--- src/wdsl_cfg.svh ---
// Register map, field positions, reset values and timing counts of the watchdog control
`ifndef WDSL_CFG_SVH
`define WDSL_CFG_SVH

`define WDSL_OFS_ENABLE      12'h000
`define WDSL_OFS_CONFIG      12'h008
`define WDSL_OFS_CMD         12'h00C
`define WDSL_OFS_STATUS      12'h014
`define WDSL_OFS_FLAGS       12'h018
`define WDSL_OFS_IEN         12'h01C
`define WDSL_OFS_KEY         12'h020
`define WDSL_OFS_SYNC        12'h024

`define WDSL_CFG_CLR_SEL     0
`define WDSL_CFG_RSTSUP      8
`define WDSL_CFG_PER_LO      16
`define WDSL_CFG_PER_HI      19
`define WDSL_CFG_WARN_LO     24
`define WDSL_CFG_WARN_HI     25
`define WDSL_CFG_WINDOW_LO   28
`define WDSL_CFG_WINDOW_HI   30
`define WDSL_STATUS_LOCK     31
`define WDSL_NUM_SRC         5

`define WDSL_KEY_UNLOCK      16'hABE8
`define WDSL_PER_RESET       4'hF
`define WDSL_CONFIG_RESET    32'h000F_0000

`define WDSL_CLR_MARGIN_CYC  4
`define WDSL_SYNC_CYC        (`WDSL_CLR_MARGIN_CYC - 1)

`endif

--- src/wdsl_pkg.sv ---
// Types shared by the watchdog control files
package wdsl_pkg;
   typedef logic [18:0] wdsl_cnt_t;
   typedef logic [3:0]  wdsl_per_t;
   typedef enum logic [0:0] {SYNC_IDLE, SYNC_XFER} wdsl_sync_e;
endpackage

--- src/wdsl_sync2.sv ---
// Two-flop level synchroniser, one stage pair per bit
`timescale 1ns/1ns
module wdsl_sync2 #(
   parameter int WIDTH = 2
)(
   // Clock and reset
   input  wire logic             clk,
   input  wire logic             rst,
   // Levels
   input  wire logic [WIDTH-1:0] d_async,
   output logic      [WIDTH-1:0] q_sync
);
   genvar i;
   generate
      for (i = 0; i < WIDTH; i++)
      begin : g_bit
         logic meta_r;
         always_ff @(posedge clk or posedge rst)
         begin
            if (rst)
            begin
               meta_r    <= 1'b0;
               q_sync[i] <= 1'b0;
            end
            else
            begin
               meta_r    <= d_async[i];
               q_sync[i] <= meta_r;
            end
         end
      end
   endgenerate
endmodule

--- src/wdsl_counter.sv ---
// Watchdog counter with period, warning and window compare
`timescale 1ns/1ns
module wdsl_counter #(
   parameter int PERIOD_SHIFT = 0
)(
   // Clock and reset
   input  wire logic                clk,
   input  wire logic                rst,
   // Control
   input  wire logic                run,
   input  wire logic                clr,
   input  wire wdsl_pkg::wdsl_per_t period_sel,
   input  wire logic [1:0]          warnsel,
   input  wire logic [2:0]          winsel,
   // Events
   output logic                     expiry_p,
   output logic                     warn_p,
   output logic                     early
);
   import wdsl_pkg::*;

   wdsl_cnt_t cnt_r;
   wdsl_cnt_t period;
   wdsl_cnt_t warn_lim;
   wdsl_cnt_t win_lim;
   int        expo;

   // Codes 0..6 give 2^n+1, codes 7..15 plain powers of two
   always_comb
   begin
      expo = int'(period_sel) + 3 - PERIOD_SHIFT;
      if (expo < 3)
         expo = 3;
      period = wdsl_cnt_t'(19'h00001 << expo);
      if (period_sel < 4'h7)
         period = period + 19'h00001;
      warn_lim = wdsl_cnt_t'((period >> 2) * warnsel);
      win_lim  = wdsl_cnt_t'((period >> 3) * winsel);
   end

   always_ff @(posedge clk or posedge rst)
   begin
      if (rst)
         cnt_r <= '0;
      else if (clr || (run && cnt_r == period - 19'h00001))
         cnt_r <= '0;
      else if (run)
         cnt_r <= cnt_r + 19'h00001;
   end

   always_ff @(posedge clk or posedge rst)
   begin
      if (rst)
      begin
         expiry_p <= 1'b0;
         warn_p <= 1'b0;
      end
      else
      begin
         expiry_p <= run && !clr && cnt_r == period - 19'h00001;
         warn_p <= run && !clr && warnsel != 2'h0 && cnt_r == warn_lim;
      end
   end

   assign early = (winsel != 3'h0) && (cnt_r < win_lim);
endmodule

--- src/wdsl_top.sv ---
// Watchdog service, lock and register control behind an APB slave
`timescale 1ns/1ns
`include "wdsl_cfg.svh"
module wdsl_top #(
   parameter int PERIOD_SHIFT = 0
)(
   // Clock and reset
   input  wire logic        CORE_CLK,
   input  wire logic        RST,
   // APB slave
   input  wire logic        PSEL,
   input  wire logic        PENABLE,
   input  wire logic        PWRITE,
   input  wire logic [11:0] PADDR,
   input  wire logic [31:0] PWDATA,
   output logic      [31:0] PRDATA,
   output logic             PREADY,
   output logic             PSLVERR,
   // Event inputs from the routing system
   input  wire logic        EVT0_IN,
   input  wire logic        EVT1_IN,
   // Watchdog outputs
   output logic             IRQ,
   output logic             WDOG_RST,
   output logic             LOCKED
);
   import wdsl_pkg::*;

   ////////////////////////////////////////////////////////////////////////////////
   // Bus slave: one wait state, write lands when PREADY is seen high
   logic                     acc;
   logic                     wr_fire;
   logic [31:0]              rd_data;
   logic                     mapped;
   logic                     enable_r;
   logic [31:0]              config_r;
   logic                     lock_r;
   logic [`WDSL_NUM_SRC-1:0] flags_r;
   logic [`WDSL_NUM_SRC-1:0] ien_r;
   logic                     busy_r;
   wdsl_sync_e               sync_st_r;
   logic [1:0]               sync_cnt_r;
   logic                     sw_clr_p;
   logic [1:0]               evt_s;
   logic [1:0]               evt_d_r;
   logic [1:0]               evt_rise;
   logic [1:0]               seen_r;
   logic                     clr;
   logic                     expiry_p;
   logic                     warn_p;
   logic                     early;
   logic [`WDSL_NUM_SRC-1:0] ev_set;

   assign acc     = PSEL && PENABLE;
   assign wr_fire = acc && PREADY && PWRITE;

   always_comb
   begin
      rd_data = 32'h0000_0000;
      mapped  = 1'b1;
      if (PADDR == `WDSL_OFS_ENABLE)
         rd_data = {31'h0000_0000, enable_r};
      else if (PADDR == `WDSL_OFS_CONFIG)
         rd_data = config_r;
      else if (PADDR == `WDSL_OFS_CMD || PADDR == `WDSL_OFS_KEY)
         rd_data = 32'h0000_0000;
      else if (PADDR == `WDSL_OFS_STATUS)
         rd_data[`WDSL_STATUS_LOCK] = lock_r;
      else if (PADDR == `WDSL_OFS_FLAGS)
         rd_data = {27'h000_0000, flags_r};
      else if (PADDR == `WDSL_OFS_IEN)
         rd_data = {27'h000_0000, ien_r};
      else if (PADDR == `WDSL_OFS_SYNC)
         rd_data = {31'h0000_0000, busy_r};
      else
         mapped = 1'b0;
   end

   always_ff @(posedge CORE_CLK or posedge RST)
   begin
      if (RST)
      begin
         PREADY  <= 1'b0;
         PRDATA  <= 32'h0000_0000;
         PSLVERR <= 1'b0;
      end
      else
      begin
         PREADY  <= acc && !PREADY;
         PRDATA  <= (acc && !PREADY && !PWRITE) ? rd_data : 32'h0000_0000;
         PSLVERR <= acc && !PREADY && !mapped;
      end
   end

   ////////////////////////////////////////////////////////////////////////////////
   // Lockable registers
   always_ff @(posedge CORE_CLK or posedge RST)
   begin
      if (RST)
      begin
         enable_r <= 1'b0;
         config_r <= `WDSL_CONFIG_RESET;
      end
      else if (wr_fire && !lock_r)
      begin
         if (PADDR == `WDSL_OFS_ENABLE)
            enable_r <= PWDATA[0];
         else if (PADDR == `WDSL_OFS_CONFIG)
            config_r <= PWDATA & 32'h730F_0101;
      end
   end

   // Lock resets clear, so start unlocked until a key write without the unlock code
   always_ff @(posedge CORE_CLK or posedge RST)
   begin
      if (RST)
         lock_r <= 1'b0;
      else if (wr_fire && PADDR == `WDSL_OFS_KEY)
         lock_r <= (PWDATA[15:0] != `WDSL_KEY_UNLOCK);
   end

   always_ff @(posedge CORE_CLK or posedge RST)
   begin
      if (RST)
         ien_r <= '0;
      else if (wr_fire && PADDR == `WDSL_OFS_IEN)
         ien_r <= PWDATA[`WDSL_NUM_SRC-1:0];
   end

   ////////////////////////////////////////////////////////////////////////////////
   // Command transfer toward the counter
   always_ff @(posedge CORE_CLK or posedge RST)
   begin
      if (RST)
      begin
         sync_st_r  <= SYNC_IDLE;
         sync_cnt_r <= 2'h0;
         busy_r     <= 1'b0;
         sw_clr_p   <= 1'b0;
      end
      else
      begin
         sw_clr_p <= 1'b0;
         case (sync_st_r)
            SYNC_IDLE:
               if (wr_fire && PADDR == `WDSL_OFS_CMD && PWDATA[0])
               begin
                  sync_st_r  <= SYNC_XFER;
                  sync_cnt_r <= 2'(`WDSL_SYNC_CYC - 1);
                  busy_r     <= 1'b1;
               end
            SYNC_XFER:
               if (sync_cnt_r == 2'h0)
               begin
                  sync_st_r <= SYNC_IDLE;
                  busy_r    <= 1'b0;
                  sw_clr_p  <= 1'b1;
               end
               else
                  sync_cnt_r <= sync_cnt_r - 2'h1;
            default:
               sync_st_r <= SYNC_IDLE;
         endcase
      end
   end

   ////////////////////////////////////////////////////////////////////////////////
   // Event inputs and clear selection
   wdsl_sync2 #(.WIDTH(2)) u_evt_sync (
      .clk     (CORE_CLK),
      .rst     (RST),
      .d_async ({EVT1_IN, EVT0_IN}),
      .q_sync  (evt_s)
   );

   always_ff @(posedge CORE_CLK or posedge RST)
   begin
      if (RST)
         evt_d_r <= 2'h0;
      else
         evt_d_r <= evt_s;
   end

   assign evt_rise = evt_s & ~evt_d_r;
   assign clr = config_r[`WDSL_CFG_CLR_SEL] ? evt_rise[0] : sw_clr_p;

   wdsl_counter #(.PERIOD_SHIFT(PERIOD_SHIFT)) u_cnt (
      .clk     (CORE_CLK),
      .rst     (RST),
      .run     (enable_r),
      .clr     (clr),
      .period_sel (config_r[`WDSL_CFG_PER_HI:`WDSL_CFG_PER_LO]),
      .warnsel    (config_r[`WDSL_CFG_WARN_HI:`WDSL_CFG_WARN_LO]),
      .winsel     (config_r[`WDSL_CFG_WINDOW_HI:`WDSL_CFG_WINDOW_LO]),
      .expiry_p   (expiry_p),
      .warn_p  (warn_p),
      .early   (early)
   );

   // An event seen since the last restart, checked at expiry
   always_ff @(posedge CORE_CLK or posedge RST)
   begin
      if (RST)
         seen_r <= 2'h0;
      else if (clr || expiry_p)
         seen_r <= evt_rise;
      else
         seen_r <= seen_r | evt_rise;
   end

   ////////////////////////////////////////////////////////////////////////////////
   // Sticky flags, write one to clear; a set wins over the clear
   assign ev_set = {expiry_p && !seen_r[1], expiry_p && !seen_r[0],
                    clr && early, warn_p, expiry_p};

   always_ff @(posedge CORE_CLK or posedge RST)
   begin
      if (RST)
         flags_r <= '0;
      else if (wr_fire && PADDR == `WDSL_OFS_FLAGS)
         flags_r <= (flags_r & ~PWDATA[`WDSL_NUM_SRC-1:0]) | ev_set;
      else
         flags_r <= flags_r | ev_set;
   end

   always_ff @(posedge CORE_CLK or posedge RST)
   begin
      if (RST)
      begin
         IRQ      <= 1'b0;
         WDOG_RST <= 1'b0;
         LOCKED   <= 1'b0;
      end
      else
      begin
         IRQ      <= |(flags_r & ien_r);
         WDOG_RST <= expiry_p && !config_r[`WDSL_CFG_RSTSUP];
         LOCKED   <= lock_r;
      end
   end
endmodule

--- config.mk ---
export PLATFORM = sky130hd
export DESIGN_NAME = wdsl_top
export DESIGN_NICKNAME = d
export VERILOG_FILES = /design/src/wdsl_pkg.sv /design/src/wdsl_sync2.sv /design/src/wdsl_counter.sv /design/src/wdsl_top.sv
export VERILOG_INCLUDE_DIRS = /design/src
export SDC_FILE = /design/constraint.sdc
export NUM_CORES = 1
export LEC_CHECK = 0
export ABC_CLOCK_PERIOD_IN_PS = 9830
export BUFFER_PORTS_ARGS = -buffer_cell sky130_fd_sc_hd__buf_2
export CAP_MARGIN = 20
export CORE_MARGIN = 2
export CORE_UTILIZATION = 55
export CTS_BUF_LIST = sky130_fd_sc_hd__clkbuf_16
export DETAILED_ROUTE_END_ITERATION = 10
export PLACE_DENSITY = 0.76
export SLEW_MARGIN = 20
export SYNTH_ARGS = -nofsm -noshare
export SYNTH_HDL_FRONTEND = slang
export SYNTH_HIERARCHICAL = 1
export SYNTH_SLANG_ARGS = --single-unit
--- constraint.sdc ---
create_clock -name CORE_CLK -period 9.83 [get_ports CORE_CLK]
set_input_delay 1.966 -clock CORE_CLK [delete_from_list [all_inputs] [get_ports CORE_CLK]]
set_output_delay 1.966 -clock CORE_CLK [all_outputs]
set_load 0.01 [all_outputs]
* Word-level counts from Yosys, hierarchy flattened
Index checks and enable logic that the tools add are counted.
** Cells by class
- Add/sub/neg operators :: 5
- $mul :: 2
- Magnitude comparators :: 3
- Eq/ne operators :: 13
- Shift-type cells :: 1
- Multiplexer cells :: 34
- Bitwise logic cells :: 10
- Reduce and logical (&&, ||, !) cells :: 43
** Operators by type and width (number)
- $mux 32 :: 5
- $mux 19 :: 3
- $add 19x1->19 const B :: 2
- $eq 19x19->1 :: 2
- $eq 12x5->1 const B :: 3
- $lt 32x3->1 const B :: 1
- $shl 1x32->19 const A :: 1
- $eq 12x4->1 const B :: 2
- $eq 12x6->1 const B :: 2
- $logic_and 1x1->1 :: 22
- $mux 5 :: 4
- $lt 19x19->1 :: 1
- $mul 16x3->19 :: 1
- $mul 17x2->19 :: 1
- $sub 19x1->19 const B :: 1
- $mux 1 :: 16
- $ne 16x16->1 const B :: 1
- $logic_not 12->1 :: 1
- $and 5x5->5 :: 2
- $or 5x5->5 :: 2
- $logic_not 1->1 :: 8
- $mux 2 :: 3
- $reduce_and 2->1 :: 3
- $add 4x2->5 const B :: 1
- other kinds (17) :: 23
** Storage, ports and cells
- Flip-flop bits (word level) :: 94
- Input port bits :: 51
- Output and inout bits :: 37

* Longest topological paths before layout
Gate-level depths: netlist of the first run.
- Depth after elaboration :: 12
- Depth in mapped cells :: 34

* Cells and area by module
The synthesis of the first run kept the hierarchy.
** Modules (own cells, without submodules)
- wdsl_counter :: instances 1, cells each 736, area an instance 5509.0 µm², sequential area each 525.5 µm²
- wdsl_top :: instances 1, cells each 208, area an instance 2444.8 µm², sequential area each 1331.3 µm²
- wdsl_sync2 :: instances 1, cells each 5, area an instance 103.8 µm², sequential area each 100.1 µm²

* Worst setup path after synthesis of the first run
Ideal clock, no wire load.
- Path kind :: reg2reg
- From :: reg config_r[16]
- To :: reg flags_r[2]
- Library setup time :: 0.066 ns
- Arrival :: 6.688 ns
- Required time :: 9.764 ns
- Setup slack :: 3.076 ns
- Cell stages (with the launch flop) :: 35
- Buffers on the path :: 2
- Cells stage by stage :: dfstp_2 > clkbuf_2 > inv_1 > ha_1 > buf_6 > or4b_4 > a21oi_2 > and2_1 > ha_1 > o2111a_1 > a32o_4 > and2_1 > nand2_1 > fa_1 > inv_1 > ha_1 > fa_1 > a21o_1 > a21oi_1 > o21bai_1 > a211o_1 > nand3_1 > nand3b_1 > xnor2_1 > ha_1 > a21o_1 > a21o_1 > a21oi_1 > nor2b_1 > o21ai_0 > nand2b_1 > a21oi_1 > nor2b_1 > a2111oi_0 > a22o_1
** On the way
- Cells in the longest elaborated chain, start to end :: 12
** Ends and longest elaborated chain
- start, declared :: RTL line wdsl_top.sv:36 : logic [31:0] config_r;
- start signal, assigned :: RTL line wdsl_top.sv:102 : config_r <= `WDSL_CONFIG_RESET;
- start signal, assigned :: RTL line wdsl_top.sv:109 : config_r <= PWDATA & 32'h730F_0101;
- $add 4x2->5 :: RTL line wdsl_counter.sv:31 : expo = int'(period_sel) + 3 - PERIOD_SHIFT;
- $lt 32x3->1 :: RTL line wdsl_counter.sv:32 : if (expo < 3)
- $mux 32 :: RTL line wdsl_counter.sv:32
- $shl 1x32->19 :: RTL line wdsl_counter.sv:34 : period = wdsl_cnt_t'(19'h00001 << expo);
- $add 19x1->19 :: RTL line wdsl_counter.sv:36 : period = period + 19'h00001;
- $mux 19 (*) :: RTL line wdsl_counter.sv:35 : if (period_sel < 4'h7)
- $mul 16x3->19 (*) :: RTL line wdsl_counter.sv:38 : win_lim = wdsl_cnt_t'((period >> 3) * winsel);
- $lt 19x19->1 (*) :: RTL line wdsl_counter.sv:65 : assign early = (winsel != 3'h0) && (cnt_r < win_lim);
- $logic_and 1x1->1 (*) :: RTL line wdsl_counter.sv:65
- net early :: RTL line wdsl_top.sv:51 : logic early;
- $logic_and 1x1->1 (*) :: RTL line wdsl_top.sv:214 : clr && early, warn_p, expiry_p};
- $or 5x5->5 (on tied branches) :: RTL line wdsl_top.sv:223, wdsl_top.sv:221
- $mux 5 (*) :: RTL line wdsl_top.sv:220 : else if (wr_fire && PADDR == `WDSL_OFS_FLAGS)
- end signal, assigned :: RTL line wdsl_top.sv:221 : flags_r <= (flags_r & ~PWDATA[`WDSL_NUM_SRC-1:0]) | ev_set;
- end signal, assigned :: RTL line wdsl_top.sv:223 : flags_r <= flags_r | ev_set;
- end, declared :: RTL line wdsl_top.sv:38 : logic [`WDSL_NUM_SRC-1:0] flags_r;
Mark *: on every way through the listed nets, which the timed path passes. The rest lies on a longest branch.
A chain may end at the register's enable or synchronous reset.

* Final worst setup path of the first run
Ends and elaborated chain as after synthesis.

==> results.cfg, run 1 <==
[global_route]
antenna_found_initial = 0
grt_pass1_wl_um = 32500
grt_util_all_layers_pct = 25.2
grt_max_degree = 45
grt_pass1_vias = 6698
overflow = 0

[routing]
ant_nets = 0
wl_per_cell_um = 17.0
met3WireLength_um = 1370
route.met2.wl_um = 9370
via_count = 7006
drt-total-wl_um = 19700
vias_per_cell = 6.03
drtIter0Drc = 470
route.detailed.drc = 0
firstDrtPassIters = 5
dr.max_layer_used = met4
wl_met1_um = 8380

[clocking]
clock_latency_ps = 350
cts_buffer_depth = 2
htree_levels = 3
numCtsBuffers = 9
cts_tree = yes
post-cts-setup-buffers = 0
cts_num_sinks = 78
cts_hold_buf = 0
cts-resized-gates = 0
root_buffer = clkbuf_16
clkTransAtPathRegs_ps = 60

[worst_setup_path]
start_kind = flop
timing.rr.start = config_r[16]
cp.required_ps = 10110
cpPeakStageDelay_ps = 680
crit_arrival_ps = 8220
r2r_end = flags_r[2]
rrSetupSlack_ps = 1890
worst_setup_path_end_kind = flop
path_class = flop to flop
cpMostUsedCell = ha_1
r2r.worst_path.cells = 32
path_max_fanout = 18
slowest_stage = a2111oi_0

[power_and_ir_drop]
ir_worst_vdd_uv = 75.5
p_leak_nw = 4.20
powerDensity_nw_per_um2 = 76.0

[floorplan]
fp.dieArea_um2 = 15600
io_pins = 88
die_w_um = 125
core_um2 = 14400
fp-row-count = 44
start_util_pct = 55.9
die_y_um = 125

[yosys]
yosys-top-cells-area = dfrtp_1 23%, ha_1 9.6%, xnor2_1 5.3%, fa_1 4.0%, nand2_1 3.8%
synth_common_cells = 81 x nand2_1, 74 x dfrtp_1, 63 x inv_1, 62 x ha_1, 49 x xnor2_1
syn-mean-instance-area_um2 = 8.49
synth_ff_type = dfrtp_1
yosys.area.top_type = dfrtp_1
synth.top_cell.area_share_pct = 23.0
synth_edf_count = 0
netlist_instances = 949
seq_area_frac_synth_pct = 24.3
netlist_area_um2 = 8060
synth.most_common_cell = nand2_1
async_flop_share_pct = 100
yosys_warnings = 6
yosysUniqueCellTypes = 90
synth-seq-cells = 78

[timing]
max_slew_margin_pct = 32.7
fmax_ghz = 0.126
worstMarginPinSlew_ps = 1000
slew_violations = 0
finalCritPeriodShare_pct = 80.8
whs_ps = 366
tns_ps = 0
setup-violations-final = 0
post-route-min-period_ps = 7940
rsz0062_at_grt = false
finClkSkew_ps = 7.19
hold_viol = 0

[hold_path]
hold_path_class = flop to flop
hold_start = u_evt_sync/g_bit[1].meta_r
hold_end = u_evt_sync/q_sync[1]
whs_path_depth = 0

[layout]
final_nets = 1102
final-seq-area_um2 = 1960
syn2layout_area_growth_pct = 7.03
fillers = 1290
layout.cells.non_filler = 1162
drive_gt1_share_pct = 14.4
multi_input_area_um2 = 5570
num_antenna_cells = 0

[place]
dp.cells = 1146
place.gp.congestion = 0.915
hpwl_um = 14400
io_buffer_count = 64

[run]
max_cap_violations = 0

[status]
status = completed
power breakdown:
group | total (mW) | switching [mW] | internal (mW)
Combinational | 0.0283 | 0.0184 | 0.00993
Sequential | 0.324 | 0.000969 | 0.323
Clock | 0.303 | 0.134 | 0.169
worst max-delay path by stage:
stage	startpoint	endpoint	slack [ps]	cells after the start
after floorplan	config_r[16]	flags_r[2]	3080	34
after CTS	config_r[16]	flags_r[2]	1900	32
after detailed placement	config_r[16]	flags_r[2]	1930	32
after global placement	config_r[16]	flags_r[2]	2070	32
final	config_r[16]	flags_r[2]	1890	32
after global routing	config_r[16]	flags_r[2]	1370	32
layout make-up:
type                    instances  share of cell area (%)
clock inverters                 7                   0.479
well taps                     184                    2.67
clock buffers                   9                    2.61
inverters                      63                    2.74
flip-flops and latches         78                    22.7
multi-input cells             751                    64.6
repair buffers                 70                    4.24
through the flow:
stage	instance area [um^2]	util (%)	worst slack (ps)	power [mW]
floorplan	8110	-	3080	0.348
global placement	8360	57.9	2070	0.358
detailed placement	8360	57.9	1930	0.358
CTS	8620	59.8	1900	0.662
global route	8620	59.8	1370	0.680
finish	8620	59.8	1890	0.655
routing by layer:
metal | global-route usage, % | vias to the layer above
li1 | - | 3369
met1 | 32.3 | 3323
met2 | 42.5 | 266
met3 | 4.96 | 48
met4 | 9.35 | 0
met5 | 0 | -
sequential cells by signal (all words and copies together) (netlist names), 2 cells and up:
name	cells
evt_d_r	2
config_r	11
ien_r	5
seen_r	2
u_evt_sync/g_bit.meta_r	2
u_evt_sync/q_sync	2
PRDATA	16
u_cnt/cnt_r	19
flags_r	5
sync_cnt_r	2
placed cells by master (no fill, tap or decap), types with 16 or more instances in the layout:
cell type	synthesis	layout
fa_1	16	16
inv_1	63	63
ha_1	62	62
o21ai_0	37	35
nor2_1	45	45
nand2_1	81	81
dfrtp_1	74	74
and2_1	37	37
nor3_1	36	36
conb_1	1	16
and3_1	41	41
nand3_1	24	24
xnor2_1	49	49
buf_2	3	64
a21oi_1	32	32
xor2_1	30	30
worst max-delay path: cells and delay by family (launching register included):
kind	cells	cell delay [ps]
flip-flops	1	660
XOR/XNOR	1	200
buffers and inverters	2	160
AND/OR/NAND/NOR	9	1570
AO/OA/AOI/OAI	14	3230
adder cells (fa/ha/maj)	6	2070
cells by family (layout without fill, tap and decap cells):
family | Yosys count | count (layout) | synth area share [%]
buffers and inverters | 135 | 149 | 7.39
muxes | 29 | 29 | 4.38
other | 1 | 16 | 0.0465
AOI/OAI and AO/OA | 173 | 173 | 15.5
and+or+nand+nor | 376 | 376 | 26.2
adders and majority gates | 78 | 78 | 13.6
xor gates and xnor gates | 79 | 79 | 8.59
DFF | 78 | 78 | 24.3
No activity file was read; power rests on OpenSTA's default activity.
==> run 2, diff against run 1 <==
--- a/config.mk
+++ b/config.mk
@@ -6,7 +6,7 @@
 export SDC_FILE = /design/constraint.sdc
 export NUM_CORES = 1
 export LEC_CHECK = 0
-export ABC_CLOCK_PERIOD_IN_PS = 9830
+export ABC_CLOCK_PERIOD_IN_PS = 7900
 export BUFFER_PORTS_ARGS = -buffer_cell sky130_fd_sc_hd__buf_2
 export CAP_MARGIN = 20
 export CORE_MARGIN = 2
==> constraint.sdc (replaced) <==
create_clock -name CORE_CLK -period 7.9 [get_ports CORE_CLK]
set_input_delay 1.58 -clock CORE_CLK [delete_from_list [all_inputs] [get_ports CORE_CLK]]
set_output_delay 1.58 -clock CORE_CLK [all_outputs]
set_load 0.01 [all_outputs]
==> run 2 against run 1 <==
  * First-iteration DRC count fell by 2.8%
  * Sequential share of layout area down 0.22 points
  * Register-to-register slack got worse by 1300 ps
  * Cell count increased by 0.26%
==> results.cfg, run 2 (synthesis results as in run 1) <==
[status]
status = completed

[routing]
via_count = 6967
drt-total-wl_um = 19900
wl_per_cell_um = 17.1
ant_nets = 0
firstDrtPassIters = 5
drtIter0Drc = 457
vias_per_cell = 5.98
route.detailed.drc = 0

[layout]
final_nets = 1105
final_cell_mix = 81 x nand2_1, 74 x dfrtp_1, 64 x buf_2
final-seq-area_um2 = 1960
largest_register_ffs = 19
multi_input_area_um2 = 5570
reg.largest.list = u_cnt/cnt_r (19), PRDATA (16), config_r (11)
drive_gt1_share_pct = 15.0
syn2layout_area_growth_pct = 8.06
fillers = 1297
num_antenna_cells = 0
final_common_cell = nand2_1
final_util_pct = 60.4
regMostFlops = u_cnt/cnt_r

[power_and_ir_drop]
powerDensity_nw_per_um2 = 102
p_leak_nw = 4.24
ir_worst_vdd_uv = 91.7

[floorplan]
io_pins = 88
die_w_um = 125
fp-row-count = 44
fp.dieArea_um2 = 15600
die_y_um = 125
core_um2 = 14400
start_util_pct = 55.9

[worst_setup_path]
cp.required_ps = 8180
worst_setup_path_end_kind = flop
r2r.worst_path.cells = 33
cpPeakStageDelay_ps = 660
crit_arrival_ps = 7570
slowest_stage = dfstp_2
path_class = flop to flop
path_max_fanout = 13
cpMostUsedCell = ha_1
start_kind = flop

[clocking]
cts_tree = yes
root_buffer = clkbuf_16
clkTransAtPathRegs_ps = 60
htree_levels = 3
numCtsBuffers = 9
cts_hold_buf = 0
clock_latency_ps = 340
cts_buffer_depth = 2
cts_num_sinks = 78

[place]
place.gp.congestion = 0.891
dpl_worst_slack_ps = 363
io_buffer_count = 64
hpwl_um = 14600

[timing]
tns_ps = 0
fmax_ghz = 0.137
setup_slack_ps = 605
post-route-min-period_ps = 7300
slew_violations = 0
setup-violations-final = 0
finalCritPeriodShare_pct = 92.3
finClkSkew_ps = 11.9
rsz0062_at_grt = false
worstMarginPinSlew_ps = 1050
hold_viol = 0
max_slew_margin_pct = 29.7

[global_route]
grtUsageMet1_pct = 33.3
grt_util_all_layers_pct = 25.8
overflow = 0
grt_max_degree = 54
grt_use_met3_pct = 4.54
grt_pass1_wl_um = 33400
grt_util_met2_pct = 44.0
grt_pass1_vias = 6763
antenna_found_initial = 0
busiest_layer = met2

[hold_path]
whs_path_depth = 0
hold_path_class = flop to flop

[run]
max_cap_violations = 0
run 2: area by class of cell:
class / instances / share of cell area, %
Clock buffer: 9 / 2.59
Clock inverter: 7 / 1.12
Timing Repair Buffer: 73 / 4.45
Multi-Input combinational cell: 751 / 64.0
Sequential cell: 78 / 22.5
Inverter: 63 / 2.73
Tap cell: 184 / 2.64
run 2: worst paths after layout:
path	start	to	slack, ps
setup / recovery	config_r[17]	flags_r[2]	600
min in group asynchronous	RST	u_evt_sync/q_sync[1]	1150
max in group asynchronous	RST	u_cnt/warn_p	5910
hold reg to reg	u_evt_sync/g_bit[0].meta_r	u_evt_sync/q_sync[0]	370
hold / removal	u_evt_sync/g_bit[0].meta_r	u_evt_sync/q_sync[0]	370
setup reg to reg	config_r[17]	flags_r[2]	600
run 2: worst max-delay path, delay by kind of cell, from the launching register on:
kind	cells	cell delay, ps
AOI/OAI and AO/OA	14	2680
adders and majority gates	6	1850
and+or+nand+nor	9	1500
DFF	1	660
buffers and inverters	3	330
xor gates and xnor gates	1	200
run 2: routing by layer:
metal,up-vias,share of wire (%)
li1,3364,-
met1,3353,44
met2,211,49
met3,39,5.2
met4,0,2.1
met5,-,0
run 2: power by group:
part | leakage (nW) | internal, mW | total, mW | switching, mW
registers | 1.04 | 0.402 | 0.403 | 0.00127
logic | 3.04 | 0.0121 | 0.0352 | 0.0231
clock network | 0.159 | 0.278 | 0.454 | 0.176
total | 4.24 | 0.692 | 0.892 | 0.200
run 2: through the flow:
step	hold WS [ps]	total power, mW	std cells	instance area (um^2)
after CTS	372	0.897	1163	8680
final	369	0.892	1165	8710
after global routing	377	0.922	1165	8710
after global placement	344	0.445	1147	8360
after floorplan	331	0.433	964	8110
after detailed placement	349	0.446	1147	8360
run 2: timing repair:
item / 4_1_cts / 5_1_grt
resized for setup: 0 / 2
endpoints found under the setup margin: 0 / 1
setup buffers: 0 / 2
hold endpoints to repair: 0 / 0
==> run 3, diff against run 2 <==
--- a/config.mk
+++ b/config.mk
@@ -13,7 +13,7 @@
 export CORE_UTILIZATION = 55
 export CTS_BUF_LIST = sky130_fd_sc_hd__clkbuf_16
 export DETAILED_ROUTE_END_ITERATION = 10
-export PLACE_DENSITY = 0.76
+export PLACE_DENSITY_LB_ADDON = 0.25
 export SLEW_MARGIN = 20
 export SYNTH_ARGS = -nofsm -noshare
 export SYNTH_HDL_FRONTEND = slang
==> run 3 against run 2 <==
  * Setup slack got worse by 62 ps
  * Flip-flop and latch count unchanged
  * Combinational power about the same
  * Fmax decreased by 0.85%
  * Wire length decreased by 0.92%
  * Clock power decreased by 7.9%
  * Sequential share of layout area increased by 0.12 points
  * Power decreased by 4.1%
  * Count of clock-buffer cells in the layout unchanged
  * Die area unchanged
  * Critical path depth unchanged
  * Core utilization decreased by 0.31 points
  * Highest routed layer unchanged
==> results.cfg, run 3 (synthesis results as in run 1) <==
[power_and_ir_drop]
powerDensity_nw_per_um2 = 98.8
p_leak_nw = 4.21
p_total_mw = 0.856
ir_worst_vdd_uv = 139

[worst_setup_path]
startpoint = config_r[16]
worst_setup_path_end_kind = flop
cp.required_ps = 8180
path_max_fanout = 13
start_kind = flop
timing.rr.start = config_r[16]
cpPeakStageDelay_ps = 650
slowest_stage = dfstp_2
path_class = flop to flop
cpMostUsedCell = ha_1
crit_arrival_ps = 7640

[routing]
wl_per_cell_um = 17.0
via_count = 6935
route.detailed.drc = 0
firstDrtPassIters = 5
drtIter0Drc = 417
vias_per_cell = 5.96
drt-total-wl_um = 19800
ant_nets = 0

[clocking]
cts_num_sinks = 78
root_buffer = clkbuf_16
clock_latency_ps = 340
htree_levels = 3
numCtsBuffers = 9
clkTransAtPathRegs_ps = 60
cts_tree = yes
cts_buffer_depth = 2
cts_hold_buf = 0

[global_route]
grt_pass1_vias = 6516
antenna_found_initial = 0
grt_util_all_layers_pct = 25.1
grt_max_degree = 54
grt_pass1_wl_um = 32200
overflow = 0

[layout]
final_cell_mix = 81 x nand2_1, 74 x dfrtp_1, 64 x buf_2
reg.largest.list = u_cnt/cnt_r (19), PRDATA (16), config_r (11)
syn2layout_area_growth_pct = 7.50
final_common_cell = nand2_1
final_nets = 1103
fillers = 1274
drive_gt1_share_pct = 14.7
num_antenna_cells = 0
regMostFlops = u_cnt/cnt_r
largest_register_ffs = 19

[hold_path]
hold_start = u_evt_sync/g_bit[1].meta_r
hold_path_class = flop to flop

[timing]
finClkSkew_ps = 11.3
setup-violations-final = 0
max_slew_margin_pct = 35.8
hold_viol = 0
finalCritPeriodShare_pct = 93.1
fmax_ghz = 0.136
rsz0062_at_grt = false
post-route-min-period_ps = 7360
slew_violations = 0
tns_ps = 0
worstMarginPinSlew_ps = 959

[status]
status = completed

[floorplan]
die_w_um = 125
fp.dieArea_um2 = 15600
die_y_um = 125
fp-row-count = 44
start_util_pct = 55.9
core_um2 = 14400
io_pins = 88

[run]
max_cap_violations = 0

[place]
place.gp.congestion = 0.885
hpwl_um = 14600
io_buffer_count = 64
==> run 3: cell count changes in the layout (fill, tap and decap cells not counted) <==
cell	before	now
a2111oi_1	0	1
a2111oi_2	1	0
buf_4	9	7
bufinv_16	2	1
clkinvlp_4	0	1
inv_6	0	1
inv_8	1	0
==> run 3: path summary, 6_finish.rpt <==
check,depth (start not counted),slack (ps),endpoint
worst max-delay path,33,540,flags_r[2]
worst min-delay path,0,360,u_evt_sync/q_sync[1]
worst min register to register,0,360,u_evt_sync/q_sync[1]
worst max register to register,33,540,flags_r[2]
min in group asynchronous,2,1140,u_evt_sync/g_bit[0].meta_r
max in group asynchronous,2,5950,config_r[24]
==> run 3: worst max-delay path, delay by kind of cell, from the launching register on <==
family | cells | cell delay (ps)
AO/OA/AOI/OAI | 14 | 2780
XOR/XNOR | 1 | 180
flip-flops | 1 | 650
AND/OR/NAND/NOR | 9 | 1480
adder cells (fa/ha/maj) | 6 | 1850
buffers and inverters | 3 | 350
==> run 3: area by class of cell <==
class                      instances  area, um^2  area share (%)
timing repair buffer              71         373            4.30
tap                              184         230            2.66
clock inverter                     7        72.6           0.838
inverter                          63         238            2.74
clock buffer                       9         225            2.60
multi-input combinational        751        5570            64.3
sequential                        78        1960            22.6
==> run 3: through the flow <==
stage                     hold slack [ps]  utilization (%)  cells  worst slack, ps  instance area, um^2
after floorplan                       331                -    964             1150                 8110
after global placement                343             58.0   1147              651                 8360
after detailed placement              337             58.0   1147              476                 8360
after CTS                             361             60.0   1163              453                 8660
after global routing                  364             60.1   1163             58.4                 8660
final                                 361             60.1   1163              543                 8660
==> run 3: layer usage <==
metal / vias up / share of wire (%) / track usage (%) / wire length [um]
li1: 3364 / - / - / -
met1: 3317 / 43 / 31.5 / 8530
met3: 42 / 5.1 / 3.25 / 1010
met4: 0 / 3.2 / 10.1 / 629
met5: - / 0 / 0 / 0
met2: 212 / 49 / 43.9 / 9590
==> run 3: report_power, final <==
part	switching [mW]	total [mW]	internal (mW)
logic	0.0230	0.0351	0.0121
registers	0.00124	0.403	0.402
clock network	0.173	0.418	0.245
total	0.197	0.856	0.659
==> run 3: timing repair <==
| item | CTS | global route |
|---|---|---|
| buffers inserted | 0 | 0 |
| gates resized for setup | 0 | 1 |
| setup endpoints to repair | 0 | 1 |
